==> src/eflt_map.svh <==
// Register offsets, field positions, reset values and timing counts of the error flag latch.
// Behaviour
// RQ1 - Every detected out-of-range condition is latched in the error status register until cleared.
// RQ2 - All flags are ORed onto one output pin usable as error interrupt.
// RQ3 - Flags latch by default; latch-disable makes flags follow live conditions.
// RQ4 - Each sensor passes a programmable suppression delay; shorter pulses are ignored.
// RQ5 - Error signals are suppressed while the input current buffer is active.
// RQ6 - Checksum fault flag can only be set with checksum mode enabled.
// RQ7 - Input test switches are controlled only by serial register writes.
// RQ8 - Switches: short to ground, disconnect, test current, discharge, ground-referenced.
// RQ9 - A distinct flag records input clamp conduction.
// RQ10 - Separate flags for input overvoltage, gain overload and output stage fault.
// RQ11 - Writing all ones to error status clears every flag.
// RQ12 - Buffer-active status bit is high while the current buffer runs.
// RQ13 - A cleared flag with its condition still present sets again next clock.
`ifndef EFLT_MAP_SVH
`define EFLT_MAP_SVH

// ----------------------------------------
// Register offsets
// ----------------------------------------
`define EFLT_ADDR_SWITCH 4'h2
`define EFLT_ADDR_BUFTIM 4'h3
`define EFLT_ADDR_STATUS 4'h4
`define EFLT_ADDR_MASK 4'h5
`define EFLT_ADDR_CONFIG 4'hB

// ----------------------------------------
// Field positions
// ----------------------------------------
`define EFLT_BIT_CLAMP 0
`define EFLT_BIT_OVERV 1
`define EFLT_BIT_GAIN 2
`define EFLT_BIT_OUT 3
`define EFLT_BIT_CSUM 4
`define EFLT_BIT_BUFFER_ACTIVE_STATUS 5
`define EFLT_CFG_LTD 7
`define EFLT_CFG_CSUM 6
`define EFLT_CFG_DLY_LSB 0
`define EFLT_CFG_DLY_MSB 3

// ----------------------------------------
// Reset values and timing
// ----------------------------------------
`define EFLT_RST_BUFTIM 8'h19
`define EFLT_RST_CONFIG 8'h00
`define EFLT_RST_MASK 8'h1F
`define EFLT_RST_SWITCH 8'h00
`define EFLT_BUF_TICK_NS 1000
`define EFLT_CLK_NS 8
`define EFLT_BUF_TICK_CYC ((`EFLT_BUF_TICK_NS + `EFLT_CLK_NS - 1) / `EFLT_CLK_NS)

`endif

==> src/eflt_pkg.sv <==
// Types shared by the error flag latch files.
package eflt_pkg;

  // One bit per detected condition.
  typedef struct packed {
    logic csum;
    logic out_stage;
    logic gain;
    logic overv;
    logic clamp;
  } eflt_cond_t;

  // Input switch controls driven by register writes.
  typedef struct packed {
    logic ground_ref;
    logic discharge;
    logic test_current;
    logic disconnect;
    logic short_gnd;
  } eflt_switch_t;

  // States of the current buffer timer.
  typedef enum logic [1:0] {
    EFLT_BUF_IDLE = 2'b01,
    EFLT_BUF_RUN = 2'b10
  } eflt_buf_state_t;

endpackage : eflt_pkg

==> src/eflt_top.sv <==
// Error flag latch: filters, suppresses and latches sensor faults behind a register port.
`include "eflt_map.svh"

module eflt_top #(
  parameter int DLY_W = 4,
  parameter int TICK_CYC = `EFLT_BUF_TICK_CYC
) (
  // Clock and reset.
  input wire logic clk,
  input wire logic reset_n,
  // Register port.
  input wire logic [3:0] reg_addr,
  input wire logic [7:0] reg_wdata,
  input wire logic reg_wr,
  input wire logic reg_rd,
  output logic [7:0] reg_rdata_q,
  // Analog sense points and checksum checker.
  input wire logic clamp_sense,
  input wire logic overv_sense,
  input wire logic gain_sense,
  input wire logic out_sense,
  input wire logic csum_error,
  // Buffer trigger from the command byte.
  input wire logic buf_trigger,
  // Fault, interrupt, buffer status, switch and checksum mode outputs.
  output logic error_pin_q,
  output logic irq_q,
  output logic buffer_active_status,
  output eflt_pkg::eflt_switch_t switch_q,
  output logic checksum_enable_q
);

  // ----------------------------------------
  // Configuration registers
  // ----------------------------------------

  logic [7:0] config_q;
  logic [7:0] buftim_q;
  logic [4:0] mask_q;
  logic [4:0] status_q;
  logic [4:0] cond_raw;
  logic [4:0] cond_filt;
  logic [4:0] cond_live;
  logic [4:0] status_d;
  logic buf_active;
  logic wr_status;

  // Decodes a write to a given register.
  function automatic logic eflt_hit(input logic [3:0] addr, input logic [3:0] target);
    eflt_hit = (addr == target);
  endfunction : eflt_hit

  assign wr_status = reg_wr && eflt_hit(reg_addr, `EFLT_ADDR_STATUS);

  // Software control registers; switches only change through writes here.
  always_ff @(posedge clk or negedge reset_n) begin
    if (!reset_n) begin
      config_q <= `EFLT_RST_CONFIG;
      buftim_q <= `EFLT_RST_BUFTIM;
      mask_q <= 5'(`EFLT_RST_MASK);
      switch_q <= eflt_pkg::eflt_switch_t'(5'(`EFLT_RST_SWITCH));
    end else if (reg_wr) begin
      if (eflt_hit(reg_addr, `EFLT_ADDR_CONFIG)) begin
        config_q <= reg_wdata;
      end
      if (eflt_hit(reg_addr, `EFLT_ADDR_BUFTIM)) begin
        buftim_q <= reg_wdata;
      end
      if (eflt_hit(reg_addr, `EFLT_ADDR_MASK)) begin
        mask_q <= reg_wdata[4:0];
      end
      if (eflt_hit(reg_addr, `EFLT_ADDR_SWITCH)) begin
        switch_q <= eflt_pkg::eflt_switch_t'(reg_wdata[4:0]); // [RQ7] [RQ8]
      end
    end
  end

  // Checksum mode follows its configuration bit.
  always_ff @(posedge clk or negedge reset_n) begin
    if (!reset_n) begin
      checksum_enable_q <= 1'b0;
    end else begin
      checksum_enable_q <= config_q[`EFLT_CFG_CSUM];
    end
  end

  // ----------------------------------------
  // Sensor filtering
  // ----------------------------------------

  assign cond_raw = {csum_error, out_sense, gain_sense, overv_sense, clamp_sense};

  // One synchroniser and suppression delay per sensor.
  genvar gi;
  generate
    for (gi = 0; gi < 5; gi++) begin : g_filt
      eflt_sync_filt #(.DLY_W(DLY_W)) u_filt (
        .clk(clk),
        .reset_n(reset_n),
        .raw(cond_raw[gi]),
        .delay(config_q[`EFLT_CFG_DLY_MSB:`EFLT_CFG_DLY_LSB]),
        .filt_q(cond_filt[gi])
      ); // [RQ4]
    end
  endgenerate

  // Current buffer timer.
  eflt_buf_timer #(.TICK_CYC(TICK_CYC)) u_buf (
    .clk(clk),
    .reset_n(reset_n),
    .trigger(buf_trigger),
    .duration(buftim_q),
    .active_q(buf_active)
  );

  // Live conditions after buffer suppression and checksum gating.
  always_comb begin
    cond_live = buf_active ? 5'h00 : cond_filt; // [RQ5]
    cond_live[`EFLT_BIT_CSUM] = cond_live[`EFLT_BIT_CSUM] && checksum_enable_q; // [RQ6]
  end

  // ----------------------------------------
  // Status latch
  // ----------------------------------------

  // Set wins over write-one-to-clear; latch disable makes flags live.
  always_comb begin
    if (config_q[`EFLT_CFG_LTD]) begin
      status_d = cond_live; // [RQ3]
    end else if (wr_status) begin
      status_d = (status_q & ~reg_wdata[4:0]) | cond_live; // [RQ11] [RQ13]
    end else begin
      status_d = status_q | cond_live; // [RQ1] [RQ9] [RQ10]
    end
  end

  always_ff @(posedge clk or negedge reset_n) begin
    if (!reset_n) begin
      status_q <= 5'h00;
    end else begin
      status_q <= status_d;
    end
  end

  // Error pin and interrupt outputs.
  always_ff @(posedge clk or negedge reset_n) begin
    if (!reset_n) begin
      error_pin_q <= 1'b0;
      irq_q <= 1'b0;
    end else begin
      error_pin_q <= |status_d; // [RQ2]
      irq_q <= |(status_d & mask_q);
    end
  end

  assign buffer_active_status = buf_active; // [RQ12]

  // ----------------------------------------
  // Read port
  // ----------------------------------------

  // Read data stand one cycle after the read strobe, zero otherwise.
  always_ff @(posedge clk or negedge reset_n) begin
    if (!reset_n) begin
      reg_rdata_q <= 8'h00;
    end else if (reg_rd) begin
      case (reg_addr)
        `EFLT_ADDR_STATUS: reg_rdata_q <= {2'b00, buf_active, status_q};
        `EFLT_ADDR_MASK: reg_rdata_q <= {3'b000, mask_q};
        `EFLT_ADDR_CONFIG: reg_rdata_q <= config_q;
        `EFLT_ADDR_BUFTIM: reg_rdata_q <= buftim_q;
        `EFLT_ADDR_SWITCH: reg_rdata_q <= {3'b000, switch_q};
        default: reg_rdata_q <= 8'h00;
      endcase
    end else begin
      reg_rdata_q <= 8'h00;
    end
  end

  // ----------------------------------------
  // Checks
  // ----------------------------------------

  AST_LATCH_HOLD: assert property (@(posedge clk) disable iff (!reset_n)
    (status_q[0] && !config_q[`EFLT_CFG_LTD] && !wr_status) |=> status_q[0])
    else $error("Latched flag dropped without clear."); // [RQ1]
  AST_PIN_OR: assert property (@(posedge clk) disable iff (!reset_n)
    error_pin_q == |status_q) else $error("Error pin differs from flag OR."); // [RQ2]
  AST_LIVE_MODE: assert property (@(posedge clk) disable iff (!reset_n)
    config_q[`EFLT_CFG_LTD] |=> status_q == $past(cond_live))
    else $error("Unlatched flag not live."); // [RQ3]
  AST_SUPPRESS: assert property (@(posedge clk) disable iff (!reset_n)
    (buf_active && status_q == 5'h00 && !config_q[`EFLT_CFG_LTD]) |=> status_q == 5'h00)
    else $error("Flag set during buffer active."); // [RQ5]
  AST_CSUM_GATE: assert property (@(posedge clk) disable iff (!reset_n)
    (!checksum_enable_q && !status_q[4]) |=> !status_q[4])
    else $error("Checksum flag set while disabled."); // [RQ6]
  AST_CLEAR_ALL: assert property (@(posedge clk) disable iff (!reset_n)
    (wr_status && reg_wdata == 8'hFF && cond_live == 5'h00) |=> status_q == 5'h00)
    else $error("Clear all left a flag."); // [RQ11]
  AST_RESET_AGAIN: assert property (@(posedge clk) disable iff (!reset_n)
    (wr_status && cond_live != 5'h00) |=> ((status_q & $past(cond_live)) == $past(cond_live)))
    else $error("Present condition not set again."); // [RQ13]
  AST_SWITCH_WRITE: assert property (@(posedge clk) disable iff (!reset_n)
    !(reg_wr && eflt_hit(reg_addr, `EFLT_ADDR_SWITCH)) |=> $stable(switch_q))
    else $error("Switch changed without write."); // [RQ7]

endmodule : eflt_top

==> src/eflt_sync_filt.sv <==
// Two-flop synchroniser followed by a suppression delay filter for one sensor.
`include "eflt_map.svh"

module eflt_sync_filt #(
  parameter int DLY_W = 4
) (
  // Clock and reset.
  input wire logic clk,
  input wire logic reset_n,
  // Raw sensor and programmed delay.
  input wire logic raw,
  input wire logic [DLY_W-1:0] delay,
  // Filtered level.
  output logic filt_q
);

  logic s1_q;
  logic s2_q;
  logic [DLY_W-1:0] cnt_q;

  // Synchroniser; the first stage feeds only the second.
  always_ff @(posedge clk or negedge reset_n) begin
    if (!reset_n) begin
      s1_q <= 1'b0;
      s2_q <= 1'b0;
    end else begin
      s1_q <= raw;
      s2_q <= s1_q;
    end
  end

  // Level must hold for delay cycles before it passes.
  always_ff @(posedge clk or negedge reset_n) begin
    if (!reset_n) begin
      cnt_q <= '0;
      filt_q <= 1'b0;
    end else if (!s2_q) begin
      cnt_q <= '0;
      filt_q <= 1'b0;
    end else if (cnt_q >= delay) begin
      filt_q <= 1'b1; // [RQ4]
    end else begin
      cnt_q <= cnt_q + 1'b1;
    end
  end

  // A sensor pulse must be seen before the filter passes it.
  AST_FILT_NEEDS_INPUT: assert property (@(posedge clk) disable iff (!reset_n)
    $rose(filt_q) |-> $past(s2_q)) else $error("Filter rose without input."); // [RQ4]

endmodule : eflt_sync_filt

==> src/eflt_buf_timer.sv <==
// Current buffer active timer started by a trigger, counted in microsecond ticks.
`include "eflt_map.svh"

module eflt_buf_timer #(
  parameter int TICK_CYC = `EFLT_BUF_TICK_CYC
) (
  // Clock and reset.
  input wire logic clk,
  input wire logic reset_n,
  // Trigger and programmed duration in ticks.
  input wire logic trigger,
  input wire logic [7:0] duration,
  // Active level.
  output logic active_q
);

  eflt_pkg::eflt_buf_state_t state_q;
  logic [7:0] ticks_q;
  logic [15:0] pre_q;

  // Runs for duration ticks after a trigger, retriggerable.
  always_ff @(posedge clk or negedge reset_n) begin
    if (!reset_n) begin
      state_q <= eflt_pkg::EFLT_BUF_IDLE;
      ticks_q <= 8'h00;
      pre_q <= 16'h0000;
      active_q <= 1'b0;
    end else if (trigger && duration != 8'h00) begin
      state_q <= eflt_pkg::EFLT_BUF_RUN;
      ticks_q <= duration;
      pre_q <= 16'h0000;
      active_q <= 1'b1; // [RQ12]
    end else begin
      case (state_q)
        eflt_pkg::EFLT_BUF_IDLE: begin
          active_q <= 1'b0;
        end
        eflt_pkg::EFLT_BUF_RUN: begin
          if (pre_q == 16'(TICK_CYC - 1)) begin
            pre_q <= 16'h0000;
            if (ticks_q == 8'h01) begin
              state_q <= eflt_pkg::EFLT_BUF_IDLE;
              active_q <= 1'b0;
            end
            ticks_q <= ticks_q - 8'h01;
          end else begin
            pre_q <= pre_q + 16'h0001;
          end
        end
        default: begin
          state_q <= eflt_pkg::EFLT_BUF_IDLE;
          active_q <= 1'b0;
        end
      endcase
    end
  end

  // Active follows the running state.
  AST_BUF_ACTIVE_STATE: assert property (@(posedge clk) disable iff (!reset_n)
    active_q == (state_q == eflt_pkg::EFLT_BUF_RUN)) else $error("Buffer status mismatch."); // [RQ12]

endmodule : eflt_buf_timer

==> config.mk <==
export PLATFORM = sky130hd
export DESIGN_NAME = eflt_top
export DESIGN_NICKNAME = d
export VERILOG_FILES = /design/src/eflt_pkg.sv /design/src/eflt_top.sv /design/src/eflt_sync_filt.sv /design/src/eflt_buf_timer.sv
export VERILOG_INCLUDE_DIRS = /design/src
export SDC_FILE = /design/constraint.sdc
export NUM_CORES = 1
export LEC_CHECK = 0
export BUFFER_PORTS_ARGS = -buffer_cell sky130_fd_sc_hd__buf_2
export CAP_MARGIN = 20
export CORE_MARGIN = 2
export CORE_UTILIZATION = 50
export DETAILED_ROUTE_END_ITERATION = 8
export HOLD_SLACK_MARGIN = 0.1
export PLACE_DENSITY = 0.67
export SLEW_MARGIN = 30
export SYNTH_ARGS = -nofsm -noshare
export SYNTH_HDL_FRONTEND = slang
export SYNTH_SLANG_ARGS = --single-unit
==> constraint.sdc <==
create_clock -name clk -period 2.1 [get_ports clk]
set_clock_uncertainty 0.05 [all_clocks]
set_input_delay 0.42 -clock clk [delete_from_list [all_inputs] [get_ports clk]]
set_output_delay 0.42 -clock clk [all_outputs]
set_load 0.01 [all_outputs]
==> flow_metrics.tcl <==
set metrics [dict create \
    switching_share_pct 34.41 \
    nets 614 \
    cp-startpoint "u_buf.pre_q[9]" \
    globalplace.congestion 0.9113 \
    port_buffers 38 \
    synth_top_area_share_pct 46.90 \
    totalPowerFinal_mw 5.965 \
    syn_area_mm2 0.005069 \
    synth_enable_flop_cells 0 \
    synth.ff_latch_count 104 \
    worst_setup_path_type "register to register" \
    post_route_antenna_net_violation_count 0 \
    max_slew.worst_pin.slew_ps 488.2 \
    initial_utilization_pct 51.62 \
    worst_hold_startpoint "reg_wdata[5]" \
    count_of_final_hold_check_violations 0 \
    crit_arrival_ps 2320 \
    slowest_stage_cell_crit_path "sky130_fd_sc_hd__or4_4" \
    synth_commonest_cells "95 x sky130_fd_sc_hd__dfrtp_1, 58 x sky130_fd_sc_hd__nor2_1, 30 x sky130_fd_sc_hd__nand2_1" \
    power.leakage_nw 2.722 \
    dp.final_hpwl_um 8210 \
    dr.pass1.iters 4 \
    vdd.ir_drop.worst_mv 0.6287 \
    critical-path-top-cell-by-count "sky130_fd_sc_hd__or4_4" \
    max_freq_ghz 0.4744 \
    floorplan_row_count 36 \
    antennaDiodeCount 0 \
    initial_drc_count 218 \
    r2r_cells 5 \
    regToRegSetupSlack_ps -8 \
    maxCapViolations 0 \
    yosys.area.top_type "sky130_fd_sc_hd__dfrtp_1" \
    power.switching_mw 2.052 \
    cts.sinks 104 \
    final_layout_size_suffix_gt1_share_pct 26.10 \
    crit_path_max_incr_delay_ps 590 \
    synth_compound_area_share_pct 9.948 \
    total_wirelength_of_the_detailed_routed_design_um 11340 \
    period_needed_ps 2108 \
    post-route-util_pct 61.49 \
    failing_checks "negative setup slack" \
    vias_in_the_first_global_route 3839 \
    finalMaxSlewViolations 0 \
    required_arrival_time_at_the_worst_endpoint_ps 2310 \
    grt_pass1_wl_um 18780 \
    clockBufferDepth 2 \
    critical_path.cell_chain "or4_4 > or4_4 > nor4_4 > xnor2_1 > o21ai_1" \
    synth.most_common_cell "sky130_fd_sc_hd__dfrtp_1" \
    ioPinCount 39 \
    vias 3889 \
    postSynthAreaPerCell_um2 10.54 \
    netlist_instances 481 \
    cts.htree.levels 3 \
    r2r_end "u_buf.ticks_q[4]" \
    layout.cell_area.non_filler_mm2 0.006038 \
    clock_tree_from_tritoncts "done" \
    syn-num-nets 532 \
    power_frac_comb_pct 34.9 \
    synthMuxAreaShare_pct 7.949 \
    crit-reg2reg-launch "u_buf.pre_q[9]" \
    finalSetupViolCount 2 \
    route.detailed.wl_per_inst_um 16.19 \
    die_width_um 104.7 \
    postSynth.asyncResetShare_pct 100.0 \
    holdCritPathClass "primary input to register" \
    cts-buffers-inserted 9 \
    post-route-drc-count 0 \
    pin_count_of_the_biggest_net_entering_global_routing 33 \
    rsz0062_at_grt "yes" \
    die_h_um 104.7 \
    post_synth_and_or_nand_nor_area_fraction_pct 17.87 \
    timing.final.crit_share_pct 100.4 \
    worst_setup_hold_path_clk_slew_ps 90 \
    cts-root-buf "sky130_fd_sc_hd__clkbuf_8" \
    end_kind "register" \
    design.die.area_mm2 0.01096 \
    global_route.overflow_total 0 \
    layout_overhead_on_the_synthesized_area_pct 19.13 \
    antenna_found_initial 0 \
    yosysWarningCount 0 \
    power-per-cell-area_mw_per_mm2 987.8 \
    yosys.area_share.xor_xnor_pct 2.592 \
    most_frequently_used_flop_master_after_synthesis "sky130_fd_sc_hd__dfrtp_1" \
    coreArea_mm2 0.009819 \
    cellInternalPower_mw 3.912 \
    timing.hold.worst_endpoint "config_q[5]" \
    post_synth_fa_ha_maj_area_fraction_pct 7.159 \
    synth_top_family_by_area "simple AND/OR/NAND/NOR gates" \
    fin_ws_ps -8.064 \
    min_path_cells 2 \
    ys_seq_area_share_pct 51.57 \
    via_per_inst 5.556 \
    number_of_buffers_and_inverters_on_the_critical_path 0 \
    clk-insertion-delay-late_ps 370 \
    cp-start-kind "register" \
    timing.slew.headroom_pct 67.20 \
    place_area_mm2 0.005658 \
    critPathMaxFanout 6 \
    largest_delay_share_family_worst_path "simple AND/OR/NAND/NOR gates" \
    power_frac_seq_pct 46.2 \
    synthTopCellsByArea "sky130_fd_sc_hd__dfrtp_1 47%, sky130_fd_sc_hd__ha_1 7.2%, sky130_fd_sc_hd__mux2_2 5.8%" \
    p_clk_share_pct 18.9 \
    outcome "complete, but fails checks" \
    netlist-cell-type-count 48 \
    groute.usage.overall_pct 21.49 \
]
-- stage by stage --
step                      hold slack (ps)  worst slack (ps)  cells  setup TNS, ps
after global placement              283.8            -16.71    677         -16.71
final                               242.3            -8.064    700         -13.61
after floorplan                     74.41            -34.07    481         -45.20
after detailed placement            293.4            -89.00    677         -228.9
after CTS                           231.9            0.1812    698              0
after global routing                232.3            -49.72    700         -210.7
-- flip-flops by register name (all words and copies together) (netlist names), 2 cells and up --
register,cells
g_filt.u_filt.cnt_q,20
u_buf.pre_q,16
buftim_q,8
config_q,8
reg_rdata_q,8
u_buf.ticks_q,8
g_filt.u_filt.filt_q,5
g_filt.u_filt.s1_q,5
g_filt.u_filt.s2_q,5
mask_q,5
status_q,5
switch_q,5
u_buf.state_q,2
-- how the worst max path moves through the flow --
stage                                 to  slack (ps)  cells past startpoint
6_report                u_buf.ticks_q[4]          -8                      5
3_3_place_gp   g_filt[0].u_filt.cnt_q[3]         -20                      6
3_5_place_dp   g_filt[0].u_filt.cnt_q[3]         -90                      6
2_1_floorplan           u_buf.ticks_q[6]         -30                      6
5_1_grt                 u_buf.ticks_q[4]         -50                      5
4_1_cts        g_filt[4].u_filt.cnt_q[3]         0.2                      6
-- kinds of logic (layout without fill, tap and decap cells) --
| kind of cell | Yosys count | count (layout) |
|---|---|---|
| AND/OR/NAND/NOR | 180 | 180 |
| flip-flops | 104 | 104 |
| AO/OA/AOI/OAI | 79 | 79 |
| multiplexers | 37 | 37 |
| buffers and inverters | 37 | 123 |
| adder cells (fa/ha/maj) | 29 | 29 |
| XOR/XNOR | 15 | 15 |
-- per-layer routing --
metal | GRT usage, % | wire length [µm] | up-vias
li1 | - | - | 1888
met1 | 28.90 | 5166 | 1911
met2 | 35.62 | 5597 | 81
met3 | 4.242 | 447 | 9
met4 | 6.000 | 125 | 0
met5 | 0 | 0 | -
-- placed cells by master, fill, tap and decap left out, types with 4 or more instances in the layout --
| master | instances |
|---|---|
| sky130_fd_sc_hd__a2111oi_4 | 5 |
| sky130_fd_sc_hd__a21oi_1 | 25 |
| sky130_fd_sc_hd__a221oi_1 | 6 |
| sky130_fd_sc_hd__and3_1 | 4 |
| sky130_fd_sc_hd__buf_2 | 37 |
| sky130_fd_sc_hd__buf_4 | 37 |
| sky130_fd_sc_hd__clkbuf_8 | 10 |
| sky130_fd_sc_hd__dfrtp_1 | 94 |
| sky130_fd_sc_hd__dfstp_2 | 9 |
| sky130_fd_sc_hd__dlygate4sd3_1 | 6 |
| sky130_fd_sc_hd__ha_1 | 29 |
| sky130_fd_sc_hd__inv_1 | 25 |
| sky130_fd_sc_hd__mux2_2 | 26 |
| sky130_fd_sc_hd__mux2i_1 | 11 |
| sky130_fd_sc_hd__nand2_1 | 29 |
| sky130_fd_sc_hd__nand2b_1 | 8 |
| sky130_fd_sc_hd__nand3_1 | 21 |
| sky130_fd_sc_hd__nand4_1 | 5 |
| sky130_fd_sc_hd__nor2_1 | 58 |
| sky130_fd_sc_hd__nor3_1 | 14 |
| sky130_fd_sc_hd__nor3_2 | 6 |
| sky130_fd_sc_hd__nor4_1 | 4 |
| sky130_fd_sc_hd__o21ai_0 | 17 |
| sky130_fd_sc_hd__o21ai_1 | 5 |
| sky130_fd_sc_hd__or3_1 | 14 |
| sky130_fd_sc_hd__xnor2_1 | 11 |
| sky130_fd_sc_hd__xor2_1 | 4 |
-- area by class of cell --
cell class                      instances  area, µm²
Inverter                               27      101.3
Clock buffer                           11      141.4
Multi-Input combinational cell        340       2441
Clock inverter                          4      30.03
Tap cell                              133      166.4
Fill cell                             855       3781
Sequential cell                       104       2615
Timing Repair Buffer                   81      543.0
-- what timing repair did --
action	4_1_cts	5_1_grt
hold endpoints to repair	31	0
hold buffers	6	0
gates resized for setup	6	23
buffers inserted	0	2
pin swaps	2	8
endpoints found under the setup margin	11	31
-- power groups by stage --
stage / registers, mW / logic (mW) / clock network [mW]
after CTS: 2.75 / 1.85 / 1.16
final: 2.76 / 2.08 / 1.13
after detailed placement: 2.79 / 1.79 / 0
after global placement: 2.77 / 1.72 / 0
after floorplan: 2.71 / 1.13 / 0
after global routing: 2.81 / 2.34 / 1.23
No activity file was read; power rests on OpenSTA's default activity.
